### src/verilog/port_ctrl_pkg.sv
package port_ctrl_pkg;
	localparam int NUM_PORTS = 12;
	localparam int ADDR_W = 14;
	localparam int CLK_PERIOD_NS = 100;

	// Register addresses
	localparam logic [13:0] ADDR_OUT_A_LOW = 14'h0e08;
	localparam logic [13:0] ADDR_OUT_A_HIGH = 14'h0e09;
	localparam logic [13:0] ADDR_OUT_B_LOW = 14'h0e0a;
	localparam logic [13:0] ADDR_OUT_B_HIGH = 14'h0e0b;
	localparam logic [13:0] ADDR_PIN_SEL_LOW = 14'h0e10;
	localparam logic [13:0] ADDR_PIN_SEL_HIGH = 14'h0e11;
	localparam logic [13:0] ADDR_MODE_BASE = 14'h0e80;
	localparam logic [13:0] ADDR_IRQ_BASE = 14'h0e90;

	// Mode register fields
	localparam int MODE_FRAMER_SKIP = 7;
	localparam int MODE_DELIN_SKIP = 6;
	localparam int MODE_TXCLK_HI = 5;
	localparam int MODE_TXCLK_LO = 4;
	localparam int MODE_OUTA_HI = 3;
	localparam int MODE_OUTA_LO = 2;
	localparam int MODE_OUTB = 1;
	localparam int MODE_HOLD_RESET = 0;
	localparam logic [7:0] MODE_RESET = 8'h00;
	// Fields that only change while the framer channel is inactive
	localparam logic [7:0] MODE_STATIC_MASK = 8'hf0;

	// Interrupt control/status fields
	localparam int IRQ_FRAMER_EN = 7;
	localparam int IRQ_DELIN_EN = 6;
	localparam int IRQ_LINE_EN = 5;
	localparam int IRQ_CHAN_ACTIVE = 4;
	localparam int IRQ_FRAMER_FLAG = 3;
	localparam int IRQ_DELIN_FLAG = 2;
	localparam int IRQ_LINE_FLAG = 1;
	localparam logic [3:0] IRQ_CTRL_RESET = 4'h0;
	localparam logic [7:0] BYTE_RESET = 8'h00;
	localparam logic [7:0] UNMAPPED_READ = 8'h00;

	typedef enum logic [1:0] {
		TXCLK_SHARED_REF = 2'h0,
		TXCLK_SLICE_TX = 2'h1,
		TXCLK_SLICE_RX = 2'h2,
		TXCLK_RESERVED = 2'h3
	} tx_clk_sel_t;

	typedef enum logic [1:0] {
		OUTA_CELL_LOSS = 2'h0,
		OUTA_FRAME_MISALIGN = 2'h1,
		OUTA_YELLOW = 2'h2,
		OUTA_REG_BIT = 2'h3
	} out_a_sel_t;
endpackage : port_ctrl_pkg

### src/verilog/slice_pins.sv
`timescale 1ns/1ps
`default_nettype none
module slice_pins (
	// Clock and reset
	input wire logic clk,
	input wire logic nrst,
	// Settings
	input wire logic [7:0] modeQ,
	input wire logic [2:0] irqEnable,
	input wire logic pinSelect,
	input wire logic outABit,
	input wire logic outBBit,
	input wire logic txSyncOutputSel,
	input wire logic txSyncInputSel,
	// Slice status
	input wire logic cellDelineationLoss,
	input wire logic frameMisalignment,
	input wire logic yellowAlarm,
	input wire logic extChipSelect,
	input wire logic framerEvent,
	input wire logic delineatorEvent,
	input wire logic rxSyncFromFramer,
	input wire logic txSyncFromFramer,
	input wire logic [2:0] flagClear,
	// Pins
	input wire logic auxInA,
	input wire logic auxInB,
	output logic auxAOut,
	output logic auxAOe,
	output logic auxBOut,
	output logic auxBOe,
	output logic auxOutA,
	output logic auxOutB,
	// To core
	output logic txSyncToFramer,
	output logic [2:0] flagsQ,
	output logic irqRequest
);
	logic [2:0] setEvt;
	port_ctrl_pkg::out_a_sel_t outASel;

	assign outASel = port_ctrl_pkg::out_a_sel_t'(
		modeQ[port_ctrl_pkg::MODE_OUTA_HI:port_ctrl_pkg::MODE_OUTA_LO]);

	// Line irq input is active low and only meaningful while the pin is an input
	assign setEvt = {framerEvent, delineatorEvent, ~auxInA & ~pinSelect};

	// Set wins over a same-cycle clear
	always_ff @(posedge clk or negedge nrst)
		if (!nrst)
			flagsQ <= 3'h0;
		else
			flagsQ <= setEvt | (flagsQ & ~flagClear);

	assign irqRequest = |(flagsQ & irqEnable);

	always_ff @(posedge clk or negedge nrst)
		if (!nrst)
		begin
			auxOutA <= 1'b0;
			auxOutB <= 1'b0;
		end
		else
		begin
			unique case (outASel)
				port_ctrl_pkg::OUTA_CELL_LOSS: auxOutA <= cellDelineationLoss;
				port_ctrl_pkg::OUTA_FRAME_MISALIGN: auxOutA <= frameMisalignment;
				port_ctrl_pkg::OUTA_YELLOW: auxOutA <= yellowAlarm;
				port_ctrl_pkg::OUTA_REG_BIT: auxOutA <= outABit;
			endcase
			auxOutB <= modeQ[port_ctrl_pkg::MODE_OUTB] ? outBBit : extChipSelect;
		end

	// Frame-sync pin roles
	always_ff @(posedge clk or negedge nrst)
		if (!nrst)
		begin
			auxAOut <= 1'b0;
			auxAOe <= 1'b0;
			auxBOut <= 1'b0;
			auxBOe <= 1'b0;
			txSyncToFramer <= 1'b0;
		end
		else
		begin
			auxAOut <= rxSyncFromFramer;
			auxAOe <= pinSelect;
			auxBOut <= txSyncFromFramer;
			auxBOe <= pinSelect & txSyncOutputSel;
			txSyncToFramer <= pinSelect & txSyncInputSel & auxInB;
		end

	outa_reg_a: assert property (@(posedge clk) disable iff (!nrst)
		modeQ[3:2] == 2'h3 |=> auxOutA == $past(outABit))
		else $error("output A does not follow register bit");
	outb_cs_a: assert property (@(posedge clk) disable iff (!nrst)
		!modeQ[1] |=> auxOutB == $past(extChipSelect))
		else $error("output B does not follow chip select");
	line_flag_a: assert property (@(posedge clk) disable iff (!nrst)
		(!auxInA && !pinSelect) |=> flagsQ[0])
		else $error("line flag not set");
	framer_flag_a: assert property (@(posedge clk) disable iff (!nrst)
		framerEvent && flagClear[2] |=> flagsQ[2])
		else $error("framer event lost on clear");
	sync_pin_a: assert property (@(posedge clk) disable iff (!nrst)
		!pinSelect |=> !auxAOe && !auxBOe)
		else $error("frame sync pin driven while input");
endmodule : slice_pins
`default_nettype wire

### src/verilog/port_mode_irq_ctrl.sv
`timescale 1ns/1ps
`default_nettype none
// What this block does
// Select bit repurposes ports 8-11 sync pins
// Feature bits pick transmit sync direction
// Framer skip routes pins to delineator
// Delineator skip routes pins to framer
// Two-bit transmit clock source select
// Output A source select, four choices
// Output B: chip select or register
// Slice reset bit holds delineator reset
// Framer enable gates framer interrupts
// Delineator enable gates delineator interrupts
// Line enable gates line interrupt
// Static fields change only while inactive
// Framer events set framer flag
// Delineator events set delineator flag
// Low line input sets line flag
// Interrupt enables reset to zero
// Twelve mode registers, reset zero
// Low-byte select for ports 0-7
// Register bit appears when selected
// Host irq low on enabled flag
module port_mode_irq_ctrl (
	// Clock and reset
	input wire logic clk,
	input wire logic nrst,
	// Host register port
	input wire logic hostCsN,
	input wire logic hostWrN,
	input wire logic hostOeN,
	input wire logic [13:0] hostAddr,
	input wire logic [7:0] hostDataIn,
	output logic [7:0] hostDataOut,
	output logic hostDataOe,
	output logic hostAckOut,
	output logic hostAckOe,
	output logic host_irq_n,
	// Feature control two
	input wire logic txSyncOutputSel,
	input wire logic txSyncInputSel,
	// Slice status
	input wire logic [11:0] cellDelineationLoss,
	input wire logic [11:0] frameMisalignment,
	input wire logic [11:0] yellowAlarm,
	input wire logic [11:0] extChipSelect,
	input wire logic [11:0] framerEvent,
	input wire logic [11:0] delineatorEvent,
	input wire logic [11:0] rxSyncFromFramer,
	input wire logic [11:0] txSyncFromFramer,
	// Auxiliary pins
	input wire logic [11:0] auxInputBankA,
	input wire logic [11:0] auxInputBankB,
	output logic [11:0] auxInputBankAOut,
	output logic [11:0] auxInputBankAOe,
	output logic [11:0] auxInputBankBOut,
	output logic [11:0] auxInputBankBOe,
	output logic [11:0] auxOutputA,
	output logic [11:0] auxOutputB,
	// Slice controls
	output logic [11:0] txSyncToFramer,
	output logic [11:0] framerSkip,
	output logic [11:0] delineatorSkip,
	output logic [23:0] txClockSourceSel,
	output logic [11:0] sliceHoldReset,
	output logic [11:0] framerChannelActive
);
	localparam int NP = port_ctrl_pkg::NUM_PORTS;

	logic [7:0] modeQ [NP];
	logic [3:0] irqCtrlQ [NP];
	logic [2:0] flagsQ [NP];
	logic [NP-1:0] irqRequest;
	logic [NP-1:0] pinSelQ;
	logic [NP-1:0] outAQ;
	logic [NP-1:0] outBQ;
	logic csPrevQ;
	logic accessStart;
	logic writeStrobe;
	logic [7:0] readData;

	// Slot index of an address inside a twelve-register bank, or NP when outside
	function automatic logic [4:0] bankSlot(input logic [13:0] addr, input logic [13:0] base);
		logic [13:0] delta;
		delta = addr - base;
		if (addr >= base && delta < 14'(NP))
			bankSlot = delta[4:0];
		else
			bankSlot = 5'(NP);
	endfunction : bankSlot

	// Reserved code 11 falls back to the shared reference
	function automatic logic [1:0] clockSource(input logic [7:0] mode);
		logic [1:0] sel;
		sel = mode[port_ctrl_pkg::MODE_TXCLK_HI:port_ctrl_pkg::MODE_TXCLK_LO];
		if (port_ctrl_pkg::tx_clk_sel_t'(sel) == port_ctrl_pkg::TXCLK_RESERVED)
			clockSource = port_ctrl_pkg::TXCLK_SHARED_REF;
		else
			clockSource = sel;
	endfunction : clockSource

	// Access begins on the first sampled low of chip select
	assign accessStart = !hostCsN && csPrevQ;
	assign writeStrobe = accessStart && !hostWrN;

	always_ff @(posedge clk or negedge nrst)
		if (!nrst)
			csPrevQ <= 1'b1;
		else
			csPrevQ <= hostCsN;

	// Twelve-bit registers split over low and high bytes
	always_ff @(posedge clk or negedge nrst)
		if (!nrst)
		begin
			pinSelQ <= '0;
			outAQ <= '0;
			outBQ <= '0;
		end
		else if (writeStrobe)
		begin
			unique case (hostAddr)
				port_ctrl_pkg::ADDR_PIN_SEL_LOW: pinSelQ[7:0] <= hostDataIn;
				port_ctrl_pkg::ADDR_PIN_SEL_HIGH: pinSelQ[11:8] <= hostDataIn[3:0];
				port_ctrl_pkg::ADDR_OUT_A_LOW: outAQ[7:0] <= hostDataIn;
				port_ctrl_pkg::ADDR_OUT_A_HIGH: outAQ[11:8] <= hostDataIn[3:0];
				port_ctrl_pkg::ADDR_OUT_B_LOW: outBQ[7:0] <= hostDataIn;
				port_ctrl_pkg::ADDR_OUT_B_HIGH: outBQ[11:8] <= hostDataIn[3:0];
				default: ;
			endcase
		end

	genvar gi;
	generate
		for (gi = 0; gi < NP; gi++)
		begin : g_port
			logic [2:0] flagClear;
			logic modeHit;
			logic irqHit;

			assign modeHit = writeStrobe &&
				bankSlot(hostAddr, port_ctrl_pkg::ADDR_MODE_BASE) == 5'(gi);
			assign irqHit = writeStrobe &&
				bankSlot(hostAddr, port_ctrl_pkg::ADDR_IRQ_BASE) == 5'(gi);
			// Flags clear by writing one
			assign flagClear = irqHit ? hostDataIn[3:1] : 3'h0;

			// Bypass and clock fields would glitch a running framer, so writes leave them unchanged while active
			always_ff @(posedge clk or negedge nrst)
				if (!nrst)
					modeQ[gi] <= port_ctrl_pkg::MODE_RESET;
				else if (modeHit)
				begin
					if (irqCtrlQ[gi][0])
						modeQ[gi] <= (modeQ[gi] & port_ctrl_pkg::MODE_STATIC_MASK) |
							(hostDataIn & ~port_ctrl_pkg::MODE_STATIC_MASK);
					else
						modeQ[gi] <= hostDataIn;
				end

			// Held as {framer en, delineator en, line en, channel active}
			always_ff @(posedge clk or negedge nrst)
				if (!nrst)
					irqCtrlQ[gi] <= port_ctrl_pkg::IRQ_CTRL_RESET;
				else if (irqHit)
					irqCtrlQ[gi] <= hostDataIn[7:4];

			always_ff @(posedge clk or negedge nrst)
				if (!nrst)
				begin
					framerSkip[gi] <= 1'b0;
					delineatorSkip[gi] <= 1'b0;
					txClockSourceSel[2*gi +: 2] <= 2'h0;
					sliceHoldReset[gi] <= 1'b0;
					framerChannelActive[gi] <= 1'b0;
				end
				else
				begin
					framerSkip[gi] <= modeQ[gi][port_ctrl_pkg::MODE_FRAMER_SKIP];
					delineatorSkip[gi] <= modeQ[gi][port_ctrl_pkg::MODE_DELIN_SKIP];
					txClockSourceSel[2*gi +: 2] <= clockSource(modeQ[gi]);
					sliceHoldReset[gi] <= modeQ[gi][port_ctrl_pkg::MODE_HOLD_RESET];
					framerChannelActive[gi] <= irqCtrlQ[gi][0];
				end

			slice_pins u_slice (
				.clk(clk),
				.nrst(nrst),
				.modeQ(modeQ[gi]),
				.irqEnable(irqCtrlQ[gi][3:1]),
				.pinSelect(pinSelQ[gi]),
				.outABit(outAQ[gi]),
				.outBBit(outBQ[gi]),
				.txSyncOutputSel(txSyncOutputSel),
				.txSyncInputSel(txSyncInputSel),
				.cellDelineationLoss(cellDelineationLoss[gi]),
				.frameMisalignment(frameMisalignment[gi]),
				.yellowAlarm(yellowAlarm[gi]),
				.extChipSelect(extChipSelect[gi]),
				.framerEvent(framerEvent[gi]),
				.delineatorEvent(delineatorEvent[gi]),
				.rxSyncFromFramer(rxSyncFromFramer[gi]),
				.txSyncFromFramer(txSyncFromFramer[gi]),
				.flagClear(flagClear),
				.auxInA(auxInputBankA[gi]),
				.auxInB(auxInputBankB[gi]),
				.auxAOut(auxInputBankAOut[gi]),
				.auxAOe(auxInputBankAOe[gi]),
				.auxBOut(auxInputBankBOut[gi]),
				.auxBOe(auxInputBankBOe[gi]),
				.auxOutA(auxOutputA[gi]),
				.auxOutB(auxOutputB[gi]),
				.txSyncToFramer(txSyncToFramer[gi]),
				.flagsQ(flagsQ[gi]),
				.irqRequest(irqRequest[gi])
			);

			hold_reset_a: assert property (@(posedge clk) disable iff (!nrst)
				modeQ[gi][0] |=> sliceHoldReset[gi])
				else $error("delineator not held in reset");
			static_lock_a: assert property (@(posedge clk) disable iff (!nrst)
				modeHit && irqCtrlQ[gi][0] |=> modeQ[gi][7:4] == $past(modeQ[gi][7:4]))
				else $error("static field changed while active");
		end
	endgenerate

	// Read mux
	always_comb
	begin
		logic [4:0] ms;
		logic [4:0] is;
		ms = bankSlot(hostAddr, port_ctrl_pkg::ADDR_MODE_BASE);
		is = bankSlot(hostAddr, port_ctrl_pkg::ADDR_IRQ_BASE);
		readData = port_ctrl_pkg::UNMAPPED_READ;
		if (ms < 5'(NP))
			readData = modeQ[ms[3:0]];
		else if (is < 5'(NP))
			readData = {irqCtrlQ[is[3:0]], flagsQ[is[3:0]], 1'b0};
		else
			unique case (hostAddr)
				port_ctrl_pkg::ADDR_PIN_SEL_LOW: readData = pinSelQ[7:0];
				port_ctrl_pkg::ADDR_PIN_SEL_HIGH: readData = {4'h0, pinSelQ[11:8]};
				port_ctrl_pkg::ADDR_OUT_A_LOW: readData = outAQ[7:0];
				port_ctrl_pkg::ADDR_OUT_A_HIGH: readData = {4'h0, outAQ[11:8]};
				port_ctrl_pkg::ADDR_OUT_B_LOW: readData = outBQ[7:0];
				port_ctrl_pkg::ADDR_OUT_B_HIGH: readData = {4'h0, outBQ[11:8]};
				default: readData = port_ctrl_pkg::UNMAPPED_READ;
			endcase
	end

	// Data and acknowledge held until chip select rises
	always_ff @(posedge clk or negedge nrst)
		if (!nrst)
		begin
			hostDataOut <= port_ctrl_pkg::BYTE_RESET;
			hostDataOe <= 1'b0;
			hostAckOut <= 1'b0;
			hostAckOe <= 1'b0;
		end
		else
		begin
			if (accessStart && hostWrN)
				hostDataOut <= readData;
			hostDataOe <= !hostCsN && !hostOeN && hostWrN && !accessStart;
			hostAckOut <= !hostCsN && !accessStart;
			hostAckOe <= !hostCsN;
		end

	always_ff @(posedge clk or negedge nrst)
		if (!nrst)
			host_irq_n <= 1'b1;
		else
			host_irq_n <= ~|irqRequest;

	host_irq_a: assert property (@(posedge clk) disable iff (!nrst)
		|irqRequest |=> !host_irq_n)
		else $error("host interrupt not asserted");
	irq_quiet_a: assert property (@(posedge clk) disable iff (!nrst)
		!(|irqRequest) |=> host_irq_n)
		else $error("host interrupt asserted without enabled flag");
	ack_timing_a: assert property (@(posedge clk) disable iff (!nrst)
		accessStart ##1 !hostCsN |=> hostAckOut)
		else $error("acknowledge missing");
endmodule : port_mode_irq_ctrl
`default_nettype wire

### config.mk
export PLATFORM = sky130hd
export DESIGN_NAME = port_mode_irq_ctrl
export DESIGN_NICKNAME = d
export VERILOG_FILES = /design/src/verilog/port_ctrl_pkg.sv /design/src/verilog/slice_pins.sv /design/src/verilog/port_mode_irq_ctrl.sv
export SDC_FILE = /design/constraint.sdc
export NUM_CORES = 1
export LEC_CHECK = 0
export CAP_MARGIN = 20
export CORE_MARGIN = 5
export CORE_UTILIZATION = 40
export DETAILED_ROUTE_END_ITERATION = 8
export DONT_BUFFER_PORTS = 1
export PLACE_DENSITY = 0.65
export SLEW_MARGIN = 5
export SYNTH_ARGS = -nofsm -noshare
export SYNTH_HDL_FRONTEND = slang
export SYNTH_SLANG_ARGS = --single-unit
### constraint.sdc
create_clock -name clk -period 2.6 [get_ports clk]
set_input_delay 0.13 -clock clk [delete_from_list [all_inputs] [get_ports clk]]
set_output_delay 0.13 -clock clk [all_outputs]
set_load 0.05 [all_outputs]
==> tab_implementation.tex, run 1 <==
\begin{tabular}{lr}
\hline
Metric & Value \\
\hline
\multicolumn{2}{l}{\textbf{GRT}} \\
\quad Maximum number of pins on one net before global-route repair & 386 \\
\quad Antenna violations before repair & 5 \\
\quad Number of global-route vias before repair & 10900 \\
\quad First-pass GRT wire length & 73.1 mm \\
\quad Aggregate global routing overflow & 0 \\
\quad GRT Resource Usage Total & 21.7\% \\
\multicolumn{2}{l}{\textbf{Timing}} \\
\quad Min setup slack post-route & 0.0912 ns \\
\quad Setup-violating endpoint count in the final report & 0 \\
\quad Final number of hold-violating endpoints & 385 \\
\quad Setup repair after global routing missed its margin & true \\
\quad Final total negative setup slack & 0 ns \\
\quad Part of the cycle the worst path needs & 96.5\% \\
\quad Slew at the pin with the worst max-slew slack & 0.885 ns \\
\quad Shortest period the worst path allows & 2.51 ns \\
\quad Slew Limit Headroom & 40.8\% \\
\quad Max Slew Vio Count & 0 \\
\quad Clock skew & 0.0189 ns \\
\quad Maximum achievable frequency & 399 MHz \\
\quad Final Hold Slack & -0.696 ns \\
\multicolumn{2}{l}{\textbf{Floorplanning}} \\
\quad \# rows & 74 \\
\quad I/O pin count & 317 \\
\quad Floorplan Core Area & 0.0406 mm2 \\
\quad Initial standard-cell utilization of the core & 40.2\% \\
\quad Die outline width & 212 um \\
\quad Total Die Area & 0.0449 mm2 \\
\quad Die Height & 212 um \\
\multicolumn{2}{l}{\textbf{CTS}} \\
\quad Root buffer selected by CTS & sky130\_fd\_sc\_hd\_\_clkbuf\_16 \\
\quad Insertion delay to the later sink of the worst-skew pair & 0.56 ns \\
\quad \# hold bufs at CTS & 163 \\
\quad Number of clock sinks & 385 \\
\quad Number of CTS-inserted buffers & 43 \\
\quad CTS tree & done \\
\quad H-tree depth reported by CTS & 2 \\
\quad Clock edge transition at the registers on the reported setup and hold paths & 0.06 ns \\
\quad Number of buffers on the longest clock path & 3 \\
\multicolumn{2}{l}{\textbf{Setup path}} \\
\quad Worst-case register-to-register setup slack & 0.09 ns \\
\quad Kind of capture point of the worst setup path & register \\
\quad Kind of start point of the critical path & register \\
\quad Worst R2R End & g\_port[1].u\_slice.flagsQ[2]\$\_DFF\_PN0\_ \\
\quad CP Data Required Time & 3.04 ns \\
\quad Critical Setup Path Class & register to register \\
\quad Reg-to-Reg Start & csPrevQ\$\_DFF\_PN1\_ \\
\quad Data arrival at the endpoint of the critical path & 2.95 ns \\
\quad Worst reg2reg path depth & 6 \\
\quad Largest driver fanout on the critical path & 9 \\
\multicolumn{2}{l}{\textbf{Place}} \\
\quad Number of buffers added on ports & 0 \\
\quad Post-placement cell area & 0.0164 mm2 \\
\quad Number of cells in the design after placement & 1577 \\
\quad Placed wire-length estimate & 33.5 mm \\
\quad Worst slack after detailed placement & -0.0653 ns \\
\quad Routability-driven placement congestion ratio & 0.926 \\
\multicolumn{2}{l}{\textbf{Yosys}} \\
\quad Post-synth net total & 1295 \\
\quad Share of synthesized area occupied by flip-flops and latches & 59.1\% \\
\quad Number of enable-type register cells in the synthesized netlist & 0 \\
\quad Most used flip-flop cell after synthesis & sky130\_fd\_sc\_hd\_\_dfrtp\_1 \\
\quad Mapped Cells & 1144 \\
\quad Cell variety after synth & 60 \\
\quad YS warnings & 0 \\
\quad Fraction of registers with async set/reset & 100\% \\
\quad Synth Cell Area & 0.0163 mm2 \\
\quad Flops \& latches, synth & 385 \\
\quad Average cell area after synthesis & 14.2 um2 \\
\multicolumn{2}{l}{\textbf{Final layout}} \\
\quad Area growth from synthesis to layout & 20.4\% \\
\quad Non-filler cells, final & 1823 \\
\quad Filler Cells Inserted & 3437 \\
\quad Fraction of final layout cells sized beyond drive strength 1 & 29.5\% \\
\quad Most frequent standard cell in the layout excluding fill and tap cells & sky130\_fd\_sc\_hd\_\_dfrtp\_1 \\
\quad Design Area, Final & 0.0196 mm2 \\
\quad Number of nets in the layout & 1406 \\
\quad Most frequent cells in the layout & sky130\_fd\_sc\_hd\_\_dfrtp\_1 (383), sky130\_fd\_sc\_hd\_\_mux2\_2 (192), sky130\_fd\_sc\_hd\_\_dlygate4sd3\_1 (161) \\
\multicolumn{2}{l}{\textbf{Drt}} \\
\quad Post-route ant nets & 0 \\
\quad Total wirelength of the detailed-routed design & 49.4 mm \\
\quad DRC violation count after routing & 0 \\
\quad Average wire per cell in the routed design & 27.1 um \\
\quad Highest metal layer with signal wires & met5 \\
\quad Detailed router's first-iteration violation count & 932 \\
\quad Total routed wire length on the met1 layer & 20.3 mm \\
\quad Metal3 WL & 4.53 mm \\
\quad Via density per instance & 5.69 \\
\quad Routed via count & 10400 \\
\quad Routed length on met2 & 23.0 mm \\
\quad Iteration count of the initial detailed-routing pass & 5 \\
\multicolumn{2}{l}{\textbf{Run}} \\
\quad Number of violations of the max-capacitance limit & 0 \\
\multicolumn{2}{l}{\textbf{Pwr}} \\
\quad Power per standard cell area & 667 mW/mm2 \\
\quad Leakage Power & 0.00878 uW \\
\quad Worst supply voltage drop on vdd & 409 uV \\
\quad Total power draw & 13100 uW \\
\multicolumn{2}{l}{\textbf{Run status}} \\
\quad Status & complete, but fails checks \\
\quad Failing checks & negative hold slack \\
\multicolumn{2}{l}{\textbf{Worst hold path}} \\
\quad Hold WC Path Type & input port to async pin \\
\hline
\end{tabular}
-- per-layer routing --
| layer | vias to the layer above | global-route usage (%) |
|---|---|---|
| met5 | - | 0 |
| met4 | 4 | 7.71 |
| met1 | 5424 | 29.3 |
| met2 | 505 | 33.4 |
| li1 | 4352 | - |
| met3 | 85 | 6.54 |
-- worst max path at each step --
stage / end / cells after the start / from / slack (ns)
floorplan: irqCtrlQ[10]$_DFFE_PN0N_ / 8 / hostAddr[8] / 0.11
global placement: irqCtrlQ[41]$_DFFE_PN0N_ / 8 / hostAddr[8] / -0.009
detailed placement: irqCtrlQ[40]$_DFFE_PN0N_ / 8 / hostAddr[8] / -0.07
CTS: g_port[5].u_slice.flagsQ[2]$_DFF_PN0_ / 6 / csPrevQ$_DFF_PN1_ / 0.05
global route: g_port[3].u_slice.flagsQ[2]$_DFF_PN0_ / 10 / hostAddr[8] / -0.003
finish: g_port[1].u_slice.flagsQ[2]$_DFF_PN0_ / 6 / csPrevQ$_DFF_PN1_ / 0.09
-- metrics by stage --
stage / utilization, % / hold WS [ns]
after floorplan: - / -0.166
after global routing: 48.4 / -0.736
after detailed placement: 40.5 / -0.142
after global placement: 40.5 / -0.141
final: 48.4 / -0.696
after CTS: 48.3 / -0.739
-- synth_stat cells, drive strengths merged (7+ instances only) --
library cell	n	share of area, %
a21o	27	1.2
a22oi	25	1.2
and2	16	0.61
nand3	44	1.4
dfrtp	383	59
mux2i	17	1.0
mux2	192	13
nand2	43	0.99
a21oi	10	0.31
nor2	25	0.58
clkbuf	36	0.83
nor2b	30	1.2
o2bb2ai	12	0.64
mux4	50	6.9
buf	100	4.3
nor4	8	0.62
or3	13	0.50
nor3	12	0.61
and3	13	0.50
a22o	7	0.38
-- critical path: stages (launching register included) --
cell	delay, ns
sky130_fd_sc_hd__dfstp_2	0.60
sky130_fd_sc_hd__nand3b_1	0.28
sky130_fd_sc_hd__nor2_2	0.41
sky130_fd_sc_hd__buf_4	0.27
sky130_fd_sc_hd__nand3_1	0.10
sky130_fd_sc_hd__a21o_1	0.18
sky130_fd_sc_hd__dlygate4sd3_1	0.55
-- final cells by class --
cell class / count / area (um2) / share of cell area [%]
flip-flops and latches: 385 / 9640 / 49.1
multi-input cells: 617 / 5810 / 29.6
repair buffers: 202 / 1980 / 10.1
clock buffers: 55 / 1220 / 6.23
well taps: 532 / 666 / 3.39
clock inverters: 23 / 279 / 1.42
inverters: 6 / 22.5 / 0.115
diodes: 3 / 7.51 / 0.0382
-- logic make-up after synthesis --
logic type | synth area share (%)
adder cells (fa/ha/maj) | 0.154
AO/OA/AOI/OAI | 6.29
AND/OR/NAND/NOR | 7.93
buffers and inverters | 5.27
flip-flops | 59.1
multiplexers | 21.2
-- flip-flops by register name, indices dropped and copies added (netlist names) --
name,count
outAQ,12
hostDataOut,8
modeQ,96
host_irq_n,1
delineatorSkip,12
hostAckOut,1
g_port.u_slice.auxBOut,12
g_port.u_slice.flagsQ,36
sliceHoldReset,12
pinSelQ,12
g_port.u_slice.auxOutA,12
g_port.u_slice.auxOutB,12
g_port.u_slice.auxBOe,12
csPrevQ,1
framerChannelActive,12
hostAckOe,1
g_port.u_slice.txSyncToFramer,12
hostDataOe,1
g_port.u_slice.auxAOut,12
g_port.u_slice.auxAOe,12
outBQ,12
txClockSourceSel,24
framerSkip,12
irqCtrlQ,48
-- report_power, final --
part	internal [uW]	switching, uW
registers	6040	237
clock network	3850	2530
logic	231	195
total	10100	2960
-- timing repair --
item                       in CTS  in global routing
setup buffers                   0                  0
gates resized for setup         0                  3
hold endpoints to repair      683                385
setup endpoints to repair       0                 19
No activity file was read; power rests on OpenSTA's default activity.
==> run 2, diff against run 1 <==
--- a/config.mk
+++ b/config.mk
@@ -5,12 +5,12 @@
 export SDC_FILE = /design/constraint.sdc
 export NUM_CORES = 1
 export LEC_CHECK = 0
+export BUFFER_PORTS_ARGS = -buffer_cell sky130_fd_sc_hd__buf_2
 export CAP_MARGIN = 20
 export CORE_MARGIN = 5
 export CORE_UTILIZATION = 40
 export DETAILED_ROUTE_END_ITERATION = 8
-export DONT_BUFFER_PORTS = 1
-export PLACE_DENSITY = 0.65
+export PLACE_DENSITY = 0.72
 export SLEW_MARGIN = 5
 export SYNTH_ARGS = -nofsm -noshare
 export SYNTH_HDL_FRONTEND = slang
==> run 2 against run 1 <==
The run now ends clean. Critical path depth fell by 1. Die area unchanged. Power shrank 1.9%. Routed wire length rose by 2.2%. Largest power group is now registers. Clock skew is 0.0018 ns lower. Clock power shrank 9.2%. Core utilization is 2.9 points higher.
==> tab_implementation.tex, run 2 (synthesis gave the netlist of run 1 again) <==
\begin{tabular}{lr}
\hline
Metric & Value \\
\hline
\multicolumn{2}{l}{\textbf{Run status}} \\
\quad Status & finished, final reports clean \\
\multicolumn{2}{l}{\textbf{Final layout}} \\
\quad Largest registers & modeQ: 96 flops, irqCtrlQ: 48 flops, g\_port.u\_slice.flagsQ: 36 flops \\
\quad Most frequent cells in the layout & sky130\_fd\_sc\_hd\_\_dfrtp\_1 (383), sky130\_fd\_sc\_hd\_\_buf\_2 (315), sky130\_fd\_sc\_hd\_\_mux2\_2 (192) \\
\quad Number of nets in the layout & 1701 (+21\%) \\
\quad Area growth from synthesis to layout & 27.8\% \\
\quad Non-filler cells, final & 2111 (+16\%) \\
\quad Most frequent standard cell in the layout excluding fill and tap cells & sky130\_fd\_sc\_hd\_\_dfrtp\_1 \\
\quad Fraction of final layout cells sized beyond drive strength 1 & 44.4\% (+15 points) \\
\quad Most flop-heavy register & modeQ \\
\quad Number of flip-flops in the largest register & 96 (unchanged) \\
\quad Combined flip-flop and latch cell area & 0.00964 mm2 (unchanged) \\
\quad Design Area, Final & 0.0208 mm2 (+6.1\%) \\
\quad Combined area of the multi-input logic cells & 0.00580 mm2 (-0.13\%) \\
\quad Filler Cells Inserted & 3428 (-0.26\%) \\
\multicolumn{2}{l}{\textbf{Floorplanning}} \\
\quad Initial standard-cell utilization of the core & 40.2\% (unchanged) \\
\quad Total Die Area & 0.0449 mm2 (unchanged) \\
\quad Floorplan Core Area & 0.0406 mm2 (unchanged) \\
\quad Die Height & 212 um (unchanged) \\
\quad Die outline width & 212 um (unchanged) \\
\quad I/O pin count & 317 (unchanged) \\
\quad \# rows & 74 (unchanged) \\
\multicolumn{2}{l}{\textbf{Setup path}} \\
\quad Reg-to-Reg Start & csPrevQ\$\_DFF\_PN1\_ \\
\quad Critical Setup Path Class & register to register \\
\quad Largest driver fanout on the critical path & 7 (-2) \\
\quad Worst reg2reg path depth & 5 (-1) \\
\quad Worst R2R End & modeQ[13]\$\_DFFE\_PN0P\_ \\
\quad Capture point of the worst path & modeQ[13]\$\_DFFE\_PN0P\_ \\
\quad Data arrival at the endpoint of the critical path & 2.84 ns (-0.11 ns) \\
\quad Worst-case register-to-register setup slack & 0.20 ns (+0.11 ns) \\
\quad Start point of the critical path & csPrevQ\$\_DFF\_PN1\_ \\
\quad Kind of capture point of the worst setup path & register \\
\quad Kind of start point of the critical path & register \\
\quad CP Data Required Time & 3.04 ns (about the same) \\
\multicolumn{2}{l}{\textbf{Drt}} \\
\quad Detailed router's first-iteration violation count & 1121 (+20\%) \\
\quad Average wire per cell in the routed design & 23.9 um (-12\%) \\
\quad Iteration count of the initial detailed-routing pass & 6 (+1) \\
\quad Post-route ant nets & 0 (unchanged) \\
\quad Total wirelength of the detailed-routed design & 50.5 mm (+2.2\%) \\
\quad Routed via count & 11400 (+10\%) \\
\quad DRC violation count after routing & 0 (unchanged) \\
\quad Via density per instance & 5.41 (-4.8\%) \\
\multicolumn{2}{l}{\textbf{Place}} \\
\quad Number of buffers added on ports & 316 (+316) \\
\quad Worst slack after detailed placement & -0.0765 ns (-0.0112 ns) \\
\quad Placed wire-length estimate & 36.0 mm (+7.4\%) \\
\quad Post-placement cell area & 0.0182 mm2 (+11\%) \\
\quad Routability-driven placement congestion ratio & 0.953 (+2.9\%) \\
\quad Number of cells in the design after placement & 1913 (+21\%) \\
\multicolumn{2}{l}{\textbf{CTS}} \\
\quad Insertion delay to the later sink of the worst-skew pair & 0.57 ns (about the same) \\
\quad Clock edge transition at the registers on the reported setup and hold paths & 0.06 ns (about the same) \\
\quad CTS tree & done \\
\quad Number of CTS-inserted buffers & 41 (-4.7\%) \\
\quad Number of buffers on the longest clock path & 3 (unchanged) \\
\quad H-tree depth reported by CTS & 2 (unchanged) \\
\quad Root buffer selected by CTS & sky130\_fd\_sc\_hd\_\_clkbuf\_16 \\
\quad Number of clock sinks & 385 (unchanged) \\
\quad Post-CTS setup-driven buffer insertion count & 0 (unchanged) \\
\multicolumn{2}{l}{\textbf{Timing}} \\
\quad Part of the cycle the worst path needs & 92.3\% (-4.2 points) \\
\quad Setup-violating endpoint count in the final report & 0 (unchanged) \\
\quad Final number of hold-violating endpoints & 0 (-100\%) \\
\quad Slew at the pin with the worst max-slew slack & 0.762 ns (-0.123 ns) \\
\quad Slew Limit Headroom & 48.8\% (+8.0 points) \\
\quad Setup repair after global routing missed its margin & false \\
\quad Maximum achievable frequency & 417 MHz (+4.5\%) \\
\quad Shortest period the worst path allows & 2.40 ns (-0.109 ns) \\
\quad Max Slew Vio Count & 0 (unchanged) \\
\quad Clock skew & 0.0171 ns (-0.00177 ns) \\
\quad Min setup slack post-route & 0.200 ns (+0.109 ns) \\
\multicolumn{2}{l}{\textbf{GRT}} \\
\quad Antenna violations before repair & 3 (-2) \\
\quad Number of global-route vias before repair & 12400 (+13\%) \\
\quad Aggregate global routing overflow & 0 (unchanged) \\
\quad GRT Resource Usage Total & 22.4\% (+0.76 points) \\
\quad First-pass GRT wire length & 76.7 mm (+5.0\%) \\
\quad Maximum number of pins on one net before global-route repair & 119 (-69\%) \\
\multicolumn{2}{l}{\textbf{Worst hold path}} \\
\quad Hold WC Path Type & input port to register \\
\multicolumn{2}{l}{\textbf{Pwr}} \\
\quad Leakage Power & 0.0102 uW (+16\%) \\
\quad Worst supply voltage drop on vdd & 348 uV (-15\%) \\
\quad Sw power & 3120 uW (+5.2\%) \\
\quad Switching Fraction & 24.2\% (+1.6 points) \\
\quad Fraction of power consumed by the clock network & 45.0\% (-3.8 points) \\
\quad Cell internal power dissipation & 9730 uW (-3.9\%) \\
\quad Power per standard cell area & 617 mW/mm2 (-7.5\%) \\
\quad Total power draw & 12800 uW (-1.9\%) \\
\quad Share of total power in sequential cells & 47.2\% (-0.8 points) \\
\quad Logic gate share of total power & 7.7\% (+4.4 points) \\
\multicolumn{2}{l}{\textbf{Run}} \\
\quad Number of violations of the max-capacitance limit & 0 (unchanged) \\
\hline
\end{tabular}
[run 2: worst min-delay path by stage]
| stage | depth (start not counted) | to | slack (ns) | startpoint |
|---|---|---|---|---|
| finish | 2 | outBQ[8]$_DFFE_PN0P_ | 0.15 | hostDataIn[0] |
| global route | 2 | modeQ[16]$_DFFE_PN0N_ | 0.15 | hostDataIn[0] |
| CTS | 2 | modeQ[16]$_DFFE_PN0N_ | 0.12 | hostDataIn[0] |
| detailed placement | 1 | txClockSourceSel[4]$_DFF_PN0_ | -0.03 | nrst |
| global placement | 1 | txClockSourceSel[5]$_DFF_PN0_ | -0.03 | nrst |
| floorplan | 0 | delineatorSkip[0]$_DFF_PN0_ | -0.17 | nrst |
[run 2: critical path: stages, from the launching register on]
cell and delay (ns):
sky130_fd_sc_hd__dfstp_2 0.59, sky130_fd_sc_hd__nor3b_1 0.22, sky130_fd_sc_hd__buf_4 0.18, sky130_fd_sc_hd__nand2_1 0.38, sky130_fd_sc_hd__or3_1 0.60, sky130_fd_sc_hd__mux2_2 0.31
[run 2: what timing repair did]
action,4_1_cts,5_1_grt
hold buffers,126,0
hold endpoints to repair,495,0
gates resized for setup,0,0
[run 2: layer usage]
metal | share of wire (%) | global-route usage (%) | vias up
met5 | 0.030 | 0 | -
met4 | 3.2 | 7.57 | 4
met3 | 8.8 | 5.90 | 112
met2 | 47 | 35.6 | 511
met1 | 40 | 30.2 | 5873
li1 | - | - | 4929
[run 2: layout make-up]
class                           instances  area share, %
Multi-Input combinational cell        617           27.9
Timing Repair Buffer                  499           16.2
Tap cell                              532           3.20
Clock buffer                           52           5.52
Antenna cell                            1         0.0120
Clock inverter                         19          0.787
Sequential cell                       385           46.3
Inverter                                6          0.108
[run 2: per-stage QoR]
step	hold slack, ns	setup TNS, ns	util (%)
after floorplan	-0.166	0	-
after global placement	-0.0274	-0.0833	45.0
after detailed placement	-0.0308	-1.98	45.0
after CTS	0.125	0	51.3
after global routing	0.147	0	51.3
final	0.153	0	51.3
[run 2: power by group through the flow]
stage	Sequential [uW]	Combinational, uW	Clock, uW
final	6070	994	5790
after CTS	6070	996	5900
after detailed placement	6180	860	0
after floorplan	6230	409	0
after global routing	6070	1070	6140
after global placement	6170	846	0
